### src/shared/fpr_pkg.sv
// Constants, register map and step table for the fan ramp limiter
package fpr_pkg;
    // ------------------------------------------------------------
    // Sizes
    // ------------------------------------------------------------
    localparam int NUM_PWM = 4;
    localparam int NUM_CAP = 4;
    localparam int DUTY_W = 8;
    localparam int ADDR_W = 8;
    localparam logic [7:0] SLOT_LAST = 8'hFE;
    localparam logic [7:0] SLOT_DIV_LAST = 8'h09;
    // ------------------------------------------------------------
    // Register offsets
    // ------------------------------------------------------------
    localparam logic [7:0] OFF_DYN_START_A = 8'h0B;
    localparam logic [7:0] OFF_SMOOTH_A = 8'h1A;
    localparam logic [7:0] OFF_SMOOTH_B = 8'h1B;
    localparam logic [7:0] OFF_PWM_CFG_0 = 8'h21;
    localparam logic [7:0] OFF_OP_POINT_0 = 8'h30;
    localparam logic [7:0] OFF_DUTY_0 = 8'h40;
    // ------------------------------------------------------------
    // Field positions
    // ------------------------------------------------------------
    localparam int CAP_LSB = 2;
    localparam int EN_LO_BIT = 0;
    localparam int EN_HI_BIT = 1;
    localparam int STEP_LO_LSB = 2;
    localparam int STEP_HI_LSB = 5;
    localparam int SLOW_BIT = 3;
    // ------------------------------------------------------------
    // Reset values
    // ------------------------------------------------------------
    localparam logic [7:0] RST_CTRL = 8'h00;
    localparam logic [7:0] RST_OP_POINT = 8'h00;
    localparam logic [7:0] RST_DUTY = 8'h00;
    localparam logic [1:0] SLOW_PHASE_LAST = 2'h3;

    // Step size in slots for a 3-bit code
    function automatic logic [7:0] fpr_step(input logic [2:0] code);
        logic [7:0] s;
        case (code)
            3'h0: s = 8'h01;
            3'h1: s = 8'h02;
            3'h2: s = 8'h03;
            3'h3: s = 8'h05;
            3'h4: s = 8'h08;
            3'h5: s = 8'h0C;
            3'h6: s = 8'h18;
            default: s = 8'h30;
        endcase
        return s;
    endfunction
endpackage

### src/logic/fpr_ramp_chan.sv
// One channel of duty-cycle rate limiting
`timescale 1ns/1ps
`default_nettype none
module fpr_ramp_chan
    import fpr_pkg::*;
(
    // Clock and reset
    input wire logic ref_clk_i,
    input wire logic arst_n_i,
    // Control loop
    input wire logic update_i,
    input wire logic [7:0] target_i,
    // Configuration
    input wire logic smooth_en_i,
    input wire logic [2:0] step_code_i,
    input wire logic slow_i,
    // Applied duty
    output logic [7:0] duty_o
);
    logic [7:0] duty_reg;
    logic [7:0] duty_next;
    logic [1:0] phase_reg;
    logic [7:0] step;
    logic [7:0] gap;
    logic apply;

    assign step = fpr_step(step_code_i);
    assign apply = !slow_i || (phase_reg == SLOW_PHASE_LAST);
    assign gap = (target_i > duty_reg) ? target_i - duty_reg
                                       : duty_reg - target_i;

    always_comb begin
        duty_next = duty_reg;
        if (!smooth_en_i) begin
            duty_next = target_i;
        end else if (apply) begin
            if (gap <= step) begin
                duty_next = target_i;
            end else if (target_i > duty_reg) begin
                duty_next = duty_reg + step;
            end else begin
                duty_next = duty_reg - step;
            end
        end
    end

    // Stored duty doubles as the next comparison base
    always_ff @(posedge ref_clk_i or negedge arst_n_i) begin
        if (!arst_n_i) begin
            duty_reg <= RST_DUTY;
        end else if (update_i) begin
            duty_reg <= duty_next;
        end
    end

    // Quarter-rate stepping when slowed
    always_ff @(posedge ref_clk_i or negedge arst_n_i) begin
        if (!arst_n_i) begin
            phase_reg <= 2'h0;
        end else if (!smooth_en_i || !slow_i) begin
            phase_reg <= 2'h0;
        end else if (update_i) begin
            phase_reg <= phase_reg + 2'h1;
        end
    end

    assign duty_o = duty_reg;

    property p_slow_hold;
        @(posedge ref_clk_i) disable iff (!arst_n_i)
        update_i && smooth_en_i && slow_i && phase_reg != 2'h3
            |=> $stable(duty_reg);
    endproperty
    a_slow_hold: assert property (p_slow_hold)
        else $error("slowed ramp moved between quarter updates");
endmodule
`default_nettype wire

### src/logic/fpr_pwm_gen.sv
// 255-slot PWM output for one channel
`timescale 1ns/1ps
`default_nettype none
module fpr_pwm_gen
    import fpr_pkg::*;
(
    // Clock and reset
    input wire logic ref_clk_i,
    input wire logic arst_n_i,
    // Slot timing and duty
    input wire logic slot_en_i,
    input wire logic [7:0] duty_i,
    // Output
    output logic pwm_o
);
    logic [7:0] slot_reg;
    logic [7:0] duty_lat_reg;
    logic pwm_reg;

    // Slot counter 0..254, duty taken at period boundary
    always_ff @(posedge ref_clk_i or negedge arst_n_i) begin
        if (!arst_n_i) begin
            slot_reg <= 8'h00;
            duty_lat_reg <= RST_DUTY;
        end else if (slot_en_i) begin
            if (slot_reg == SLOT_LAST) begin
                slot_reg <= 8'h00;
                duty_lat_reg <= duty_i;
            end else begin
                slot_reg <= slot_reg + 8'h01;
            end
        end
    end

    // High for duty slots out of 255
    always_ff @(posedge ref_clk_i or negedge arst_n_i) begin
        if (!arst_n_i) begin
            pwm_reg <= 1'b0;
        end else begin
            pwm_reg <= (slot_reg < duty_lat_reg);
        end
    end

    assign pwm_o = pwm_reg;

    property p_slot_wrap;
        @(posedge ref_clk_i) disable iff (!arst_n_i)
        slot_en_i && slot_reg == 8'hFE |=> slot_reg == 8'h00;
    endproperty
    a_slot_wrap: assert property (p_slot_wrap)
        else $error("slot counter did not wrap after 255 slots");
endmodule
`default_nettype wire

### src/logic/fpr_fan_ramp_limiter.sv
// Fan duty smoothing and thermal-alarm operating point capture
//
// Overview of operation
// - Four capture-enable bits in start control register
// - Enabled channel captures temperature on alarm
// - Disabled channel keeps software operating point
// - Alarm input asserted when driven low
// - Smoothing off applies new duty immediately
// - Ctrl A bit 0 enables PWM A smoothing
// - Ctrl A bit 1 enables PWM B smoothing
// - Ctrl B bit 0 enables PWM C smoothing
// - Ctrl B bit 1 enables PWM D smoothing
// - Smoothing independent per PWM output
// - Period split into 255 equal slots
// - Higher target raises duty by step
// - Lower target lowers duty by step
// - Steps of 1,2,3,5,8,12,24,48 slots
// - Result stored as previous and driven out
// - One slot is 1/255 of period
// - PWM A step code in bits 4:2
// - Bits 7:5 for B; ctrl B for C,D
// - Slow bit steps every fourth update
`timescale 1ns/1ps
`default_nettype none
module fpr_fan_ramp_limiter
    import fpr_pkg::*;
(
    // Clock and reset
    input wire logic ref_clk_i,
    input wire logic arst_n_i,
    // Register port
    input wire logic [7:0] reg_addr_i,
    input wire logic [7:0] reg_wdata_i,
    input wire logic reg_wr_i,
    input wire logic reg_rd_i,
    output logic [7:0] reg_rdata_o,
    // Control loop duties
    input wire logic [NUM_PWM-1:0][7:0] auto_duty_i,
    input wire logic [NUM_PWM-1:0] duty_update_i,
    // Remote temperatures
    input wire logic [NUM_CAP-1:0][7:0] remote_temp_i,
    // Thermal alarm pin
    input wire logic thermal_alarm_input_n_i,
    // Outputs
    output logic [NUM_PWM-1:0] pwm_o,
    output logic [NUM_CAP-1:0][7:0] op_point_o
);
    // ------------------------------------------------------------
    // Registers
    // ------------------------------------------------------------
    logic [7:0] dyn_start_ctrl_a_reg;
    logic [7:0] smooth_ctrl_a_reg;
    logic [7:0] smooth_ctrl_b_reg;
    logic [NUM_PWM-1:0][7:0] pwm_cfg_reg;
    logic [NUM_CAP-1:0][7:0] op_point_reg;
    logic [7:0] rdata_reg;
    logic [7:0] rdata_next;
    logic alarm_s1_reg;
    logic alarm_s2_reg;
    logic alarm_act;
    logic [NUM_CAP-1:0] cap_en;
    logic [NUM_PWM-1:0] smooth_en;
    logic [NUM_PWM-1:0][2:0] step_code;
    logic [NUM_PWM-1:0] slow;
    logic [NUM_PWM-1:0][7:0] duty_w;
    logic [7:0] slot_div_reg;
    logic slot_en;

    // ------------------------------------------------------------
    // Register writes
    // ------------------------------------------------------------
    always_ff @(posedge ref_clk_i or negedge arst_n_i) begin
        if (!arst_n_i) begin
            dyn_start_ctrl_a_reg <= RST_CTRL;
        end else if (reg_wr_i && reg_addr_i == OFF_DYN_START_A) begin
            dyn_start_ctrl_a_reg <= reg_wdata_i;
        end
    end

    always_ff @(posedge ref_clk_i or negedge arst_n_i) begin
        if (!arst_n_i) begin
            smooth_ctrl_a_reg <= RST_CTRL;
            smooth_ctrl_b_reg <= RST_CTRL;
        end else if (reg_wr_i) begin
            if (reg_addr_i == OFF_SMOOTH_A) begin
                smooth_ctrl_a_reg <= reg_wdata_i;
            end
            if (reg_addr_i == OFF_SMOOTH_B) begin
                smooth_ctrl_b_reg <= reg_wdata_i;
            end
        end
    end

    // ------------------------------------------------------------
    // Thermal alarm synchroniser
    // ------------------------------------------------------------
    always_ff @(posedge ref_clk_i or negedge arst_n_i) begin
        if (!arst_n_i) begin
            alarm_s1_reg <= 1'b1;
            alarm_s2_reg <= 1'b1;
        end else begin
            alarm_s1_reg <= thermal_alarm_input_n_i;
            alarm_s2_reg <= alarm_s1_reg;
        end
    end

    assign alarm_act = !alarm_s2_reg;
    assign cap_en = dyn_start_ctrl_a_reg[CAP_LSB +: NUM_CAP];

    // ------------------------------------------------------------
    // Per-channel field decode
    // ------------------------------------------------------------
    assign smooth_en[0] = smooth_ctrl_a_reg[EN_LO_BIT];
    assign smooth_en[1] = smooth_ctrl_a_reg[EN_HI_BIT];
    assign smooth_en[2] = smooth_ctrl_b_reg[EN_LO_BIT];
    assign smooth_en[3] = smooth_ctrl_b_reg[EN_HI_BIT];
    assign step_code[0] = smooth_ctrl_a_reg[STEP_LO_LSB +: 3];
    assign step_code[1] = smooth_ctrl_a_reg[STEP_HI_LSB +: 3];
    assign step_code[2] = smooth_ctrl_b_reg[STEP_LO_LSB +: 3];
    assign step_code[3] = smooth_ctrl_b_reg[STEP_HI_LSB +: 3];

    // ------------------------------------------------------------
    // Slot-rate divider shared by all outputs
    // ------------------------------------------------------------
    always_ff @(posedge ref_clk_i or negedge arst_n_i) begin
        if (!arst_n_i) begin
            slot_div_reg <= 8'h00;
        end else if (slot_div_reg == SLOT_DIV_LAST) begin
            slot_div_reg <= 8'h00;
        end else begin
            slot_div_reg <= slot_div_reg + 8'h01;
        end
    end

    assign slot_en = (slot_div_reg == SLOT_DIV_LAST);

    // ------------------------------------------------------------
    // Channels
    // ------------------------------------------------------------
    genvar g;
    generate
        for (g = 0; g < NUM_PWM; g++) begin : g_pwm
            // Configuration register per output
            always_ff @(posedge ref_clk_i or negedge arst_n_i) begin
                if (!arst_n_i) begin
                    pwm_cfg_reg[g] <= RST_CTRL;
                end else if (reg_wr_i &&
                    reg_addr_i == OFF_PWM_CFG_0 + 8'(g)) begin
                    pwm_cfg_reg[g] <= reg_wdata_i;
                end
            end

            assign slow[g] = pwm_cfg_reg[g][SLOW_BIT];

            // Each output has its own ramp state
            fpr_ramp_chan u_ramp (
                .ref_clk_i(ref_clk_i),
                .arst_n_i(arst_n_i),
                .update_i(duty_update_i[g]),
                .target_i(auto_duty_i[g]),
                .smooth_en_i(smooth_en[g]),
                .step_code_i(step_code[g]),
                .slow_i(slow[g]),
                .duty_o(duty_w[g])
            );

            fpr_pwm_gen u_pwm (
                .ref_clk_i(ref_clk_i),
                .arst_n_i(arst_n_i),
                .slot_en_i(slot_en),
                .duty_i(duty_w[g]),
                .pwm_o(pwm_o[g])
            );
        end

        for (g = 0; g < NUM_CAP; g++) begin : g_cap
            // Alarm capture beats a same-cycle software write
            always_ff @(posedge ref_clk_i or negedge arst_n_i) begin
                if (!arst_n_i) begin
                    op_point_reg[g] <= RST_OP_POINT;
                end else if (cap_en[g] && alarm_act) begin
                    op_point_reg[g] <= remote_temp_i[g];
                end else if (reg_wr_i &&
                    reg_addr_i == OFF_OP_POINT_0 + 8'(g)) begin
                    op_point_reg[g] <= reg_wdata_i;
                end
            end

            assign op_point_o[g] = op_point_reg[g];
        end
    endgenerate

    // ------------------------------------------------------------
    // Register reads
    // ------------------------------------------------------------
    always_comb begin
        rdata_next = 8'h00;
        case (reg_addr_i)
            OFF_DYN_START_A: rdata_next = dyn_start_ctrl_a_reg;
            OFF_SMOOTH_A: rdata_next = smooth_ctrl_a_reg;
            OFF_SMOOTH_B: rdata_next = smooth_ctrl_b_reg;
            OFF_PWM_CFG_0: rdata_next = pwm_cfg_reg[0];
            OFF_PWM_CFG_0 + 8'h01: rdata_next = pwm_cfg_reg[1];
            OFF_PWM_CFG_0 + 8'h02: rdata_next = pwm_cfg_reg[2];
            OFF_PWM_CFG_0 + 8'h03: rdata_next = pwm_cfg_reg[3];
            OFF_OP_POINT_0: rdata_next = op_point_reg[0];
            OFF_OP_POINT_0 + 8'h01: rdata_next = op_point_reg[1];
            OFF_OP_POINT_0 + 8'h02: rdata_next = op_point_reg[2];
            OFF_OP_POINT_0 + 8'h03: rdata_next = op_point_reg[3];
            OFF_DUTY_0: rdata_next = duty_w[0];
            OFF_DUTY_0 + 8'h01: rdata_next = duty_w[1];
            OFF_DUTY_0 + 8'h02: rdata_next = duty_w[2];
            OFF_DUTY_0 + 8'h03: rdata_next = duty_w[3];
            default: rdata_next = 8'h00;
        endcase
    end

    // Read data stands only in the cycle after the strobe
    always_ff @(posedge ref_clk_i or negedge arst_n_i) begin
        if (!arst_n_i) begin
            rdata_reg <= 8'h00;
        end else if (reg_rd_i) begin
            rdata_reg <= rdata_next;
        end else begin
            rdata_reg <= 8'h00;
        end
    end

    assign reg_rdata_o = rdata_reg;

    // ------------------------------------------------------------
    // Assertions
    // ------------------------------------------------------------
    property p_ctrl_readback;
        @(posedge ref_clk_i) disable iff (!arst_n_i)
        reg_wr_i && reg_addr_i == 8'h0B ##1 reg_rd_i && reg_addr_i == 8'h0B
            |=> reg_rdata_o == $past(reg_wdata_i, 2);
    endproperty
    a_ctrl_readback: assert property (p_ctrl_readback)
        else $error("start control register readback mismatch");

    property p_alarm_low;
        @(posedge ref_clk_i) disable iff (!arst_n_i)
        !thermal_alarm_input_n_i ##1 !thermal_alarm_input_n_i
            ##1 !thermal_alarm_input_n_i |-> alarm_act;
    endproperty
    a_alarm_low: assert property (p_alarm_low)
        else $error("alarm held low not seen as asserted");

    generate
        for (g = 0; g < NUM_CAP; g++) begin : g_cap_chk
            property p_capture;
                @(posedge ref_clk_i) disable iff (!arst_n_i)
                cap_en[g] && alarm_act
                    |=> op_point_o[g] == $past(remote_temp_i[g]);
            endproperty
            a_capture: assert property (p_capture)
                else $error("operating point not captured on alarm");

            property p_ignore;
                @(posedge ref_clk_i) disable iff (!arst_n_i)
                !cap_en[g] && !(reg_wr_i &&
                    reg_addr_i == OFF_OP_POINT_0 + 8'(g))
                    |=> $stable(op_point_o[g]);
            endproperty
            a_ignore: assert property (p_ignore)
                else $error("operating point moved while capture off");
        end

        for (g = 0; g < NUM_PWM; g++) begin : g_ramp_chk
            property p_direct;
                @(posedge ref_clk_i) disable iff (!arst_n_i)
                duty_update_i[g] && !smooth_en[g]
                    |=> duty_w[g] == $past(auto_duty_i[g]);
            endproperty
            a_direct: assert property (p_direct)
                else $error("unsmoothed duty not applied at once");

            property p_up;
                @(posedge ref_clk_i) disable iff (!arst_n_i)
                duty_update_i[g] && smooth_en[g] && !slow[g] &&
                    auto_duty_i[g] > duty_w[g]
                    |=> duty_w[g] > $past(duty_w[g]) &&
                        duty_w[g] <= $past(auto_duty_i[g]);
            endproperty
            a_up: assert property (p_up)
                else $error("duty did not rise toward target");

            property p_down;
                @(posedge ref_clk_i) disable iff (!arst_n_i)
                duty_update_i[g] && smooth_en[g] && !slow[g] &&
                    auto_duty_i[g] < duty_w[g]
                    |=> duty_w[g] < $past(duty_w[g]) &&
                        duty_w[g] >= $past(auto_duty_i[g]);
            endproperty
            a_down: assert property (p_down)
                else $error("duty did not fall toward target");

            property p_step_size;
                @(posedge ref_clk_i) disable iff (!arst_n_i)
                duty_update_i[g] && smooth_en[g] && !slow[g] &&
                    auto_duty_i[g] > duty_w[g] &&
                    auto_duty_i[g] - duty_w[g] > fpr_step(step_code[g])
                    |=> duty_w[g] - $past(duty_w[g]) ==
                        fpr_step($past(step_code[g]));
            endproperty
            a_step_size: assert property (p_step_size)
                else $error("step size differs from selected code");

            property p_no_update_hold;
                @(posedge ref_clk_i) disable iff (!arst_n_i)
                !duty_update_i[g] |=> $stable(duty_w[g]);
            endproperty
            a_no_update_hold: assert property (p_no_update_hold)
                else $error("duty changed without an update");
        end
    endgenerate

    c_capture: cover property (@(posedge ref_clk_i)
        disable iff (!arst_n_i) cap_en[0] && alarm_act);
    c_ramp_up: cover property (@(posedge ref_clk_i)
        disable iff (!arst_n_i)
        duty_update_i[0] && smooth_en[0] && auto_duty_i[0] > duty_w[0]);
    c_ramp_down: cover property (@(posedge ref_clk_i)
        disable iff (!arst_n_i)
        duty_update_i[1] && smooth_en[1] && auto_duty_i[1] < duty_w[1]);
    c_slow: cover property (@(posedge ref_clk_i)
        disable iff (!arst_n_i)
        duty_update_i[2] && smooth_en[2] && slow[2]);
endmodule
`default_nettype wire

### config.mk
export PLATFORM = sky130hd
export DESIGN_NAME = fpr_fan_ramp_limiter
export DESIGN_NICKNAME = d
export VERILOG_FILES = /design/src/shared/fpr_pkg.sv /design/src/logic/fpr_ramp_chan.sv /design/src/logic/fpr_pwm_gen.sv /design/src/logic/fpr_fan_ramp_limiter.sv
export SDC_FILE = /design/constraint.sdc
export NUM_CORES = 1
export LEC_CHECK = 0
export BUFFER_PORTS_ARGS = -buffer_cell sky130_fd_sc_hd__buf_2
export CAP_MARGIN = 5
export CORE_MARGIN = 1.5
export CORE_UTILIZATION = 48
export CTS_BUF_LIST = sky130_fd_sc_hd__clkbuf_4
export DETAILED_ROUTE_END_ITERATION = 16
export PLACE_DENSITY = 0.66
export SYNTH_ARGS = -nofsm -noshare
export SYNTH_HDL_FRONTEND = slang
export SYNTH_SLANG_ARGS = --single-unit
### constraint.sdc
create_clock -name ref_clk_i -period 5 [get_ports ref_clk_i]
set_input_delay 1 -clock ref_clk_i [delete_from_list [all_inputs] [get_ports ref_clk_i]]
set_output_delay 1 -clock ref_clk_i [all_outputs]
set_load 0.01 [all_outputs]
==> flow_summary.yaml <==
run_status:
  status: "finished, final reports clean"
placement:
  port_buffers: 132
  gp_congestion: 0.929
  dp_hpwl_um: 32600
  place_ws_ps: -86.3
route:
  ant_nets: 0
  drt-total-wl_um: 43500
  dr_total_vias: 13400
  drtIter0Drc: 1034
  avgViaCountPerCell: 5.71
  wire_per_inst_um: 18.5
  drc_errors: 0
  firstDrtPassIters: 6
logic_synthesis:
  yosys_warnings: 0
  synth_edf_count: 0
  yosys.area.top_type_share: 0.338
  yosys.cell_count.top_type: "dfrtp_1"
  netlist_instances: 1725
  synth-seq-cells: 214
  netlist_top_cells_count: "dfrtp_1, nand2_1, ha_1, o21ai_0, inv_1"
  syn_nets: 1984
  ys.flop_type: "dfrtp_1"
  yosys-top-cells-area: "dfrtp_1, ha_1, mux2_2, nand2_1, o21ai_0"
  synth_cell_types: 79
  synthesis.area_um2: 15700
  syn_area_per_cell_um2: 9.10
  ys_seq_area_frac: 0.341
  async_flop_share: 1.00
  synth_top_area_cell: "dfrtp_1"
clocking:
  cts.clk_slew.worst_paths_ps: 70
  post_cts_resized: 0
  numCtsBuffers: 58
  cts_tree: "done"
  clock_sinks: 214
  clk_latency_ps: 690
  cts_hold_buf: 0
  h-tree-depth: 2
  root_buffer: "clkbuf_4"
  cts_buffer_depth: 3
  post_cts_buffers: 0
floorplanning:
  rows: 66
  die_y_um: 184
  io_pins: 133
  die_area_um2: 33800
  start_util: 0.485
  die_w_um: 184
  coreArea_um2: 32400
critical_path:
  end_kind: "register"
  cp_max_fo: 11
  cp_data_required_time_ps: 5520
  critPathKind: "reg -> reg"
  arrival_ps: 5110
  crit_path_start_kind: "register"
grt:
  antenna_found_initial: 1
  met2_usage: 0.427
  met1_usage: 0.359
  busiest_layer: "met2"
  grt_max_degree: 100
  globalRoute.totalOverflow: 0
  grt_use_total: 0.262
  grt_pass1_wl_um: 69800
  grt_pass1_vias: 13200
  use_met3: 0.0454
sta:
  setup_viol: 0
  worst-slew-pin-transition_ps: 962
  clock_skew_ps: 40.0
  layout_min_cycle_time_ps: 4590
  drv_slew: 0
  fmax_mhz: 218
  rsz0062_at_grt: "false"
  slew_headroom: 0.355
  min_period_over_period: 0.918
  fin_ws_ps: 409
  final.setup.tns_ps: 0
  hold_viol: 0
finish:
  drive_gt1_frac: 0.189
  fin_util: 0.542
  nNetsFinal: 2127
  fillers: 3092
  multi_input_area_um2: 9470
  regArea_um2: 5360
  area_delta_synth_final_pct: 11.9
power:
  p_leak_uw: 0.00830
  power_density_nw_per_um2: 301
  totalPowerFinal_uw: 5290
  ir_worst_vdd_mv: 0.197
hold_path:
  hp-class: "in -> async"
flow_run:
  cap_violations: 0
## final timing paths
kind	from	endpoint	slack, ps	depth (start not counted)
min in group ref_clk_i	alarm_s1_reg	alarm_s2_reg	360	0
setup reg to reg	g_pwm[2].u_ramp.duty_o[1]	g_pwm[2].u_ramp.duty_o[4]	410	17
hold reg to reg	alarm_s1_reg	alarm_s2_reg	360	0
max in group asynchronous	arst_n_i	g_pwm[3].u_ramp.duty_o[1]	3660	2
hold / removal	arst_n_i	slot_div_reg[6]	330	1
setup / recovery	g_pwm[2].u_ramp.duty_o[1]	g_pwm[2].u_ramp.duty_o[4]	410	17
## kinds of logic (layout without fill, tap and decap cells)
kind of cell    after synthesis  count (layout)  synth area share
xor+xnor                     77              77            0.0430
buf+inv                     217             405            0.0551
flops                       214             214             0.341
mux                         130             130            0.0880
simple gates                487             487             0.150
fa+ha+maj                   170             170             0.141
compound gates              430             430             0.181
other cells                   0               1                 0
## placed cells by master, fill, tap and decap left out, types with 5 or more instances in the layout
cell,Yosys,final
xor2_1,36,36
o21a_1,13,13
nor2_1,99,99
nand3_2,5,5
clkinv_1,0,14
o31ai_1,12,12
nand2_1,188,188
and2_1,6,6
a211oi_1,8,8
clkbuf_4,0,85
ha_1,158,158
nand4_1,16,16
inv_1,136,136
o22ai_1,6,6
o221ai_1,8,8
or2_2,10,10
dfrtp_1,212,212
fa_1,12,12
xnor2_1,41,41
o211ai_1,6,6
or3_1,5,5
nor3_1,18,18
nor4_1,5,5
a221oi_1,15,15
nand2b_1,11,11
a21oi_1,83,83
a22oi_1,21,21
a21o_1,37,37
mux2i_1,66,66
a222oi_1,13,13
o21ai_0,139,139
nor2b_1,28,28
a31oi_1,19,19
nand3b_1,11,11
and3_1,10,10
o221ai_2,5,5
nand3_1,49,49
mux2_2,64,64
buf_4,5,30
buf_2,13,131
## area by class of cell
class,instances,share of cell area
multi-input cells,1294,0.539
clock buffers,85,0.0363
flip-flops and latches,214,0.305
well taps,442,0.0315
diodes,1,0.000143
repair buffers,164,0.0524
clock inverters,20,0.00627
inverters,136,0.0291
## critical path: stages (launching register included)
cell and delay (ps):
dfrtp_1 600, inv_1 190, fa_1 440, nand3_1 140, a21oi_1 90, o32a_1 390
mux2i_1 140, a221o_1 330, a221oi_1 280, o21ai_0 160, xor2_1 160, ha_1 210
a2111oi_0 380, a21oi_1 150, o31ai_2 220, buf_4 250, mux2i_1 220, a21oi_1 80
## layer usage
layer	vias up	wire (µm)
met5	-	0
met4	0	762
met3	68	2870
met2	476	20000
met1	6433	19900
li1	6465	-
## power breakdown
| group | internal, µW | switching, µW | leakage, µW |
|---|---|---|---|
| sequential | 1860 | 204 | 0.00282 |
| clock | 832 | 769 | 0.000447 |
| combinational | 713 | 917 | 0.00503 |
| total | 3400 | 1890 | 0.00830 |
## stage by stage
stage               std cells  cell area (µm²)  hold slack, ps
floorplan                1725            15700             345
global placement         2249            16800             346
detailed placement       2249            16800             350
CTS                      2354            17600             333
global route             2356            17600             360
finish                   2356            17600             329
No activity file was read; power rests on OpenSTA's default activity.
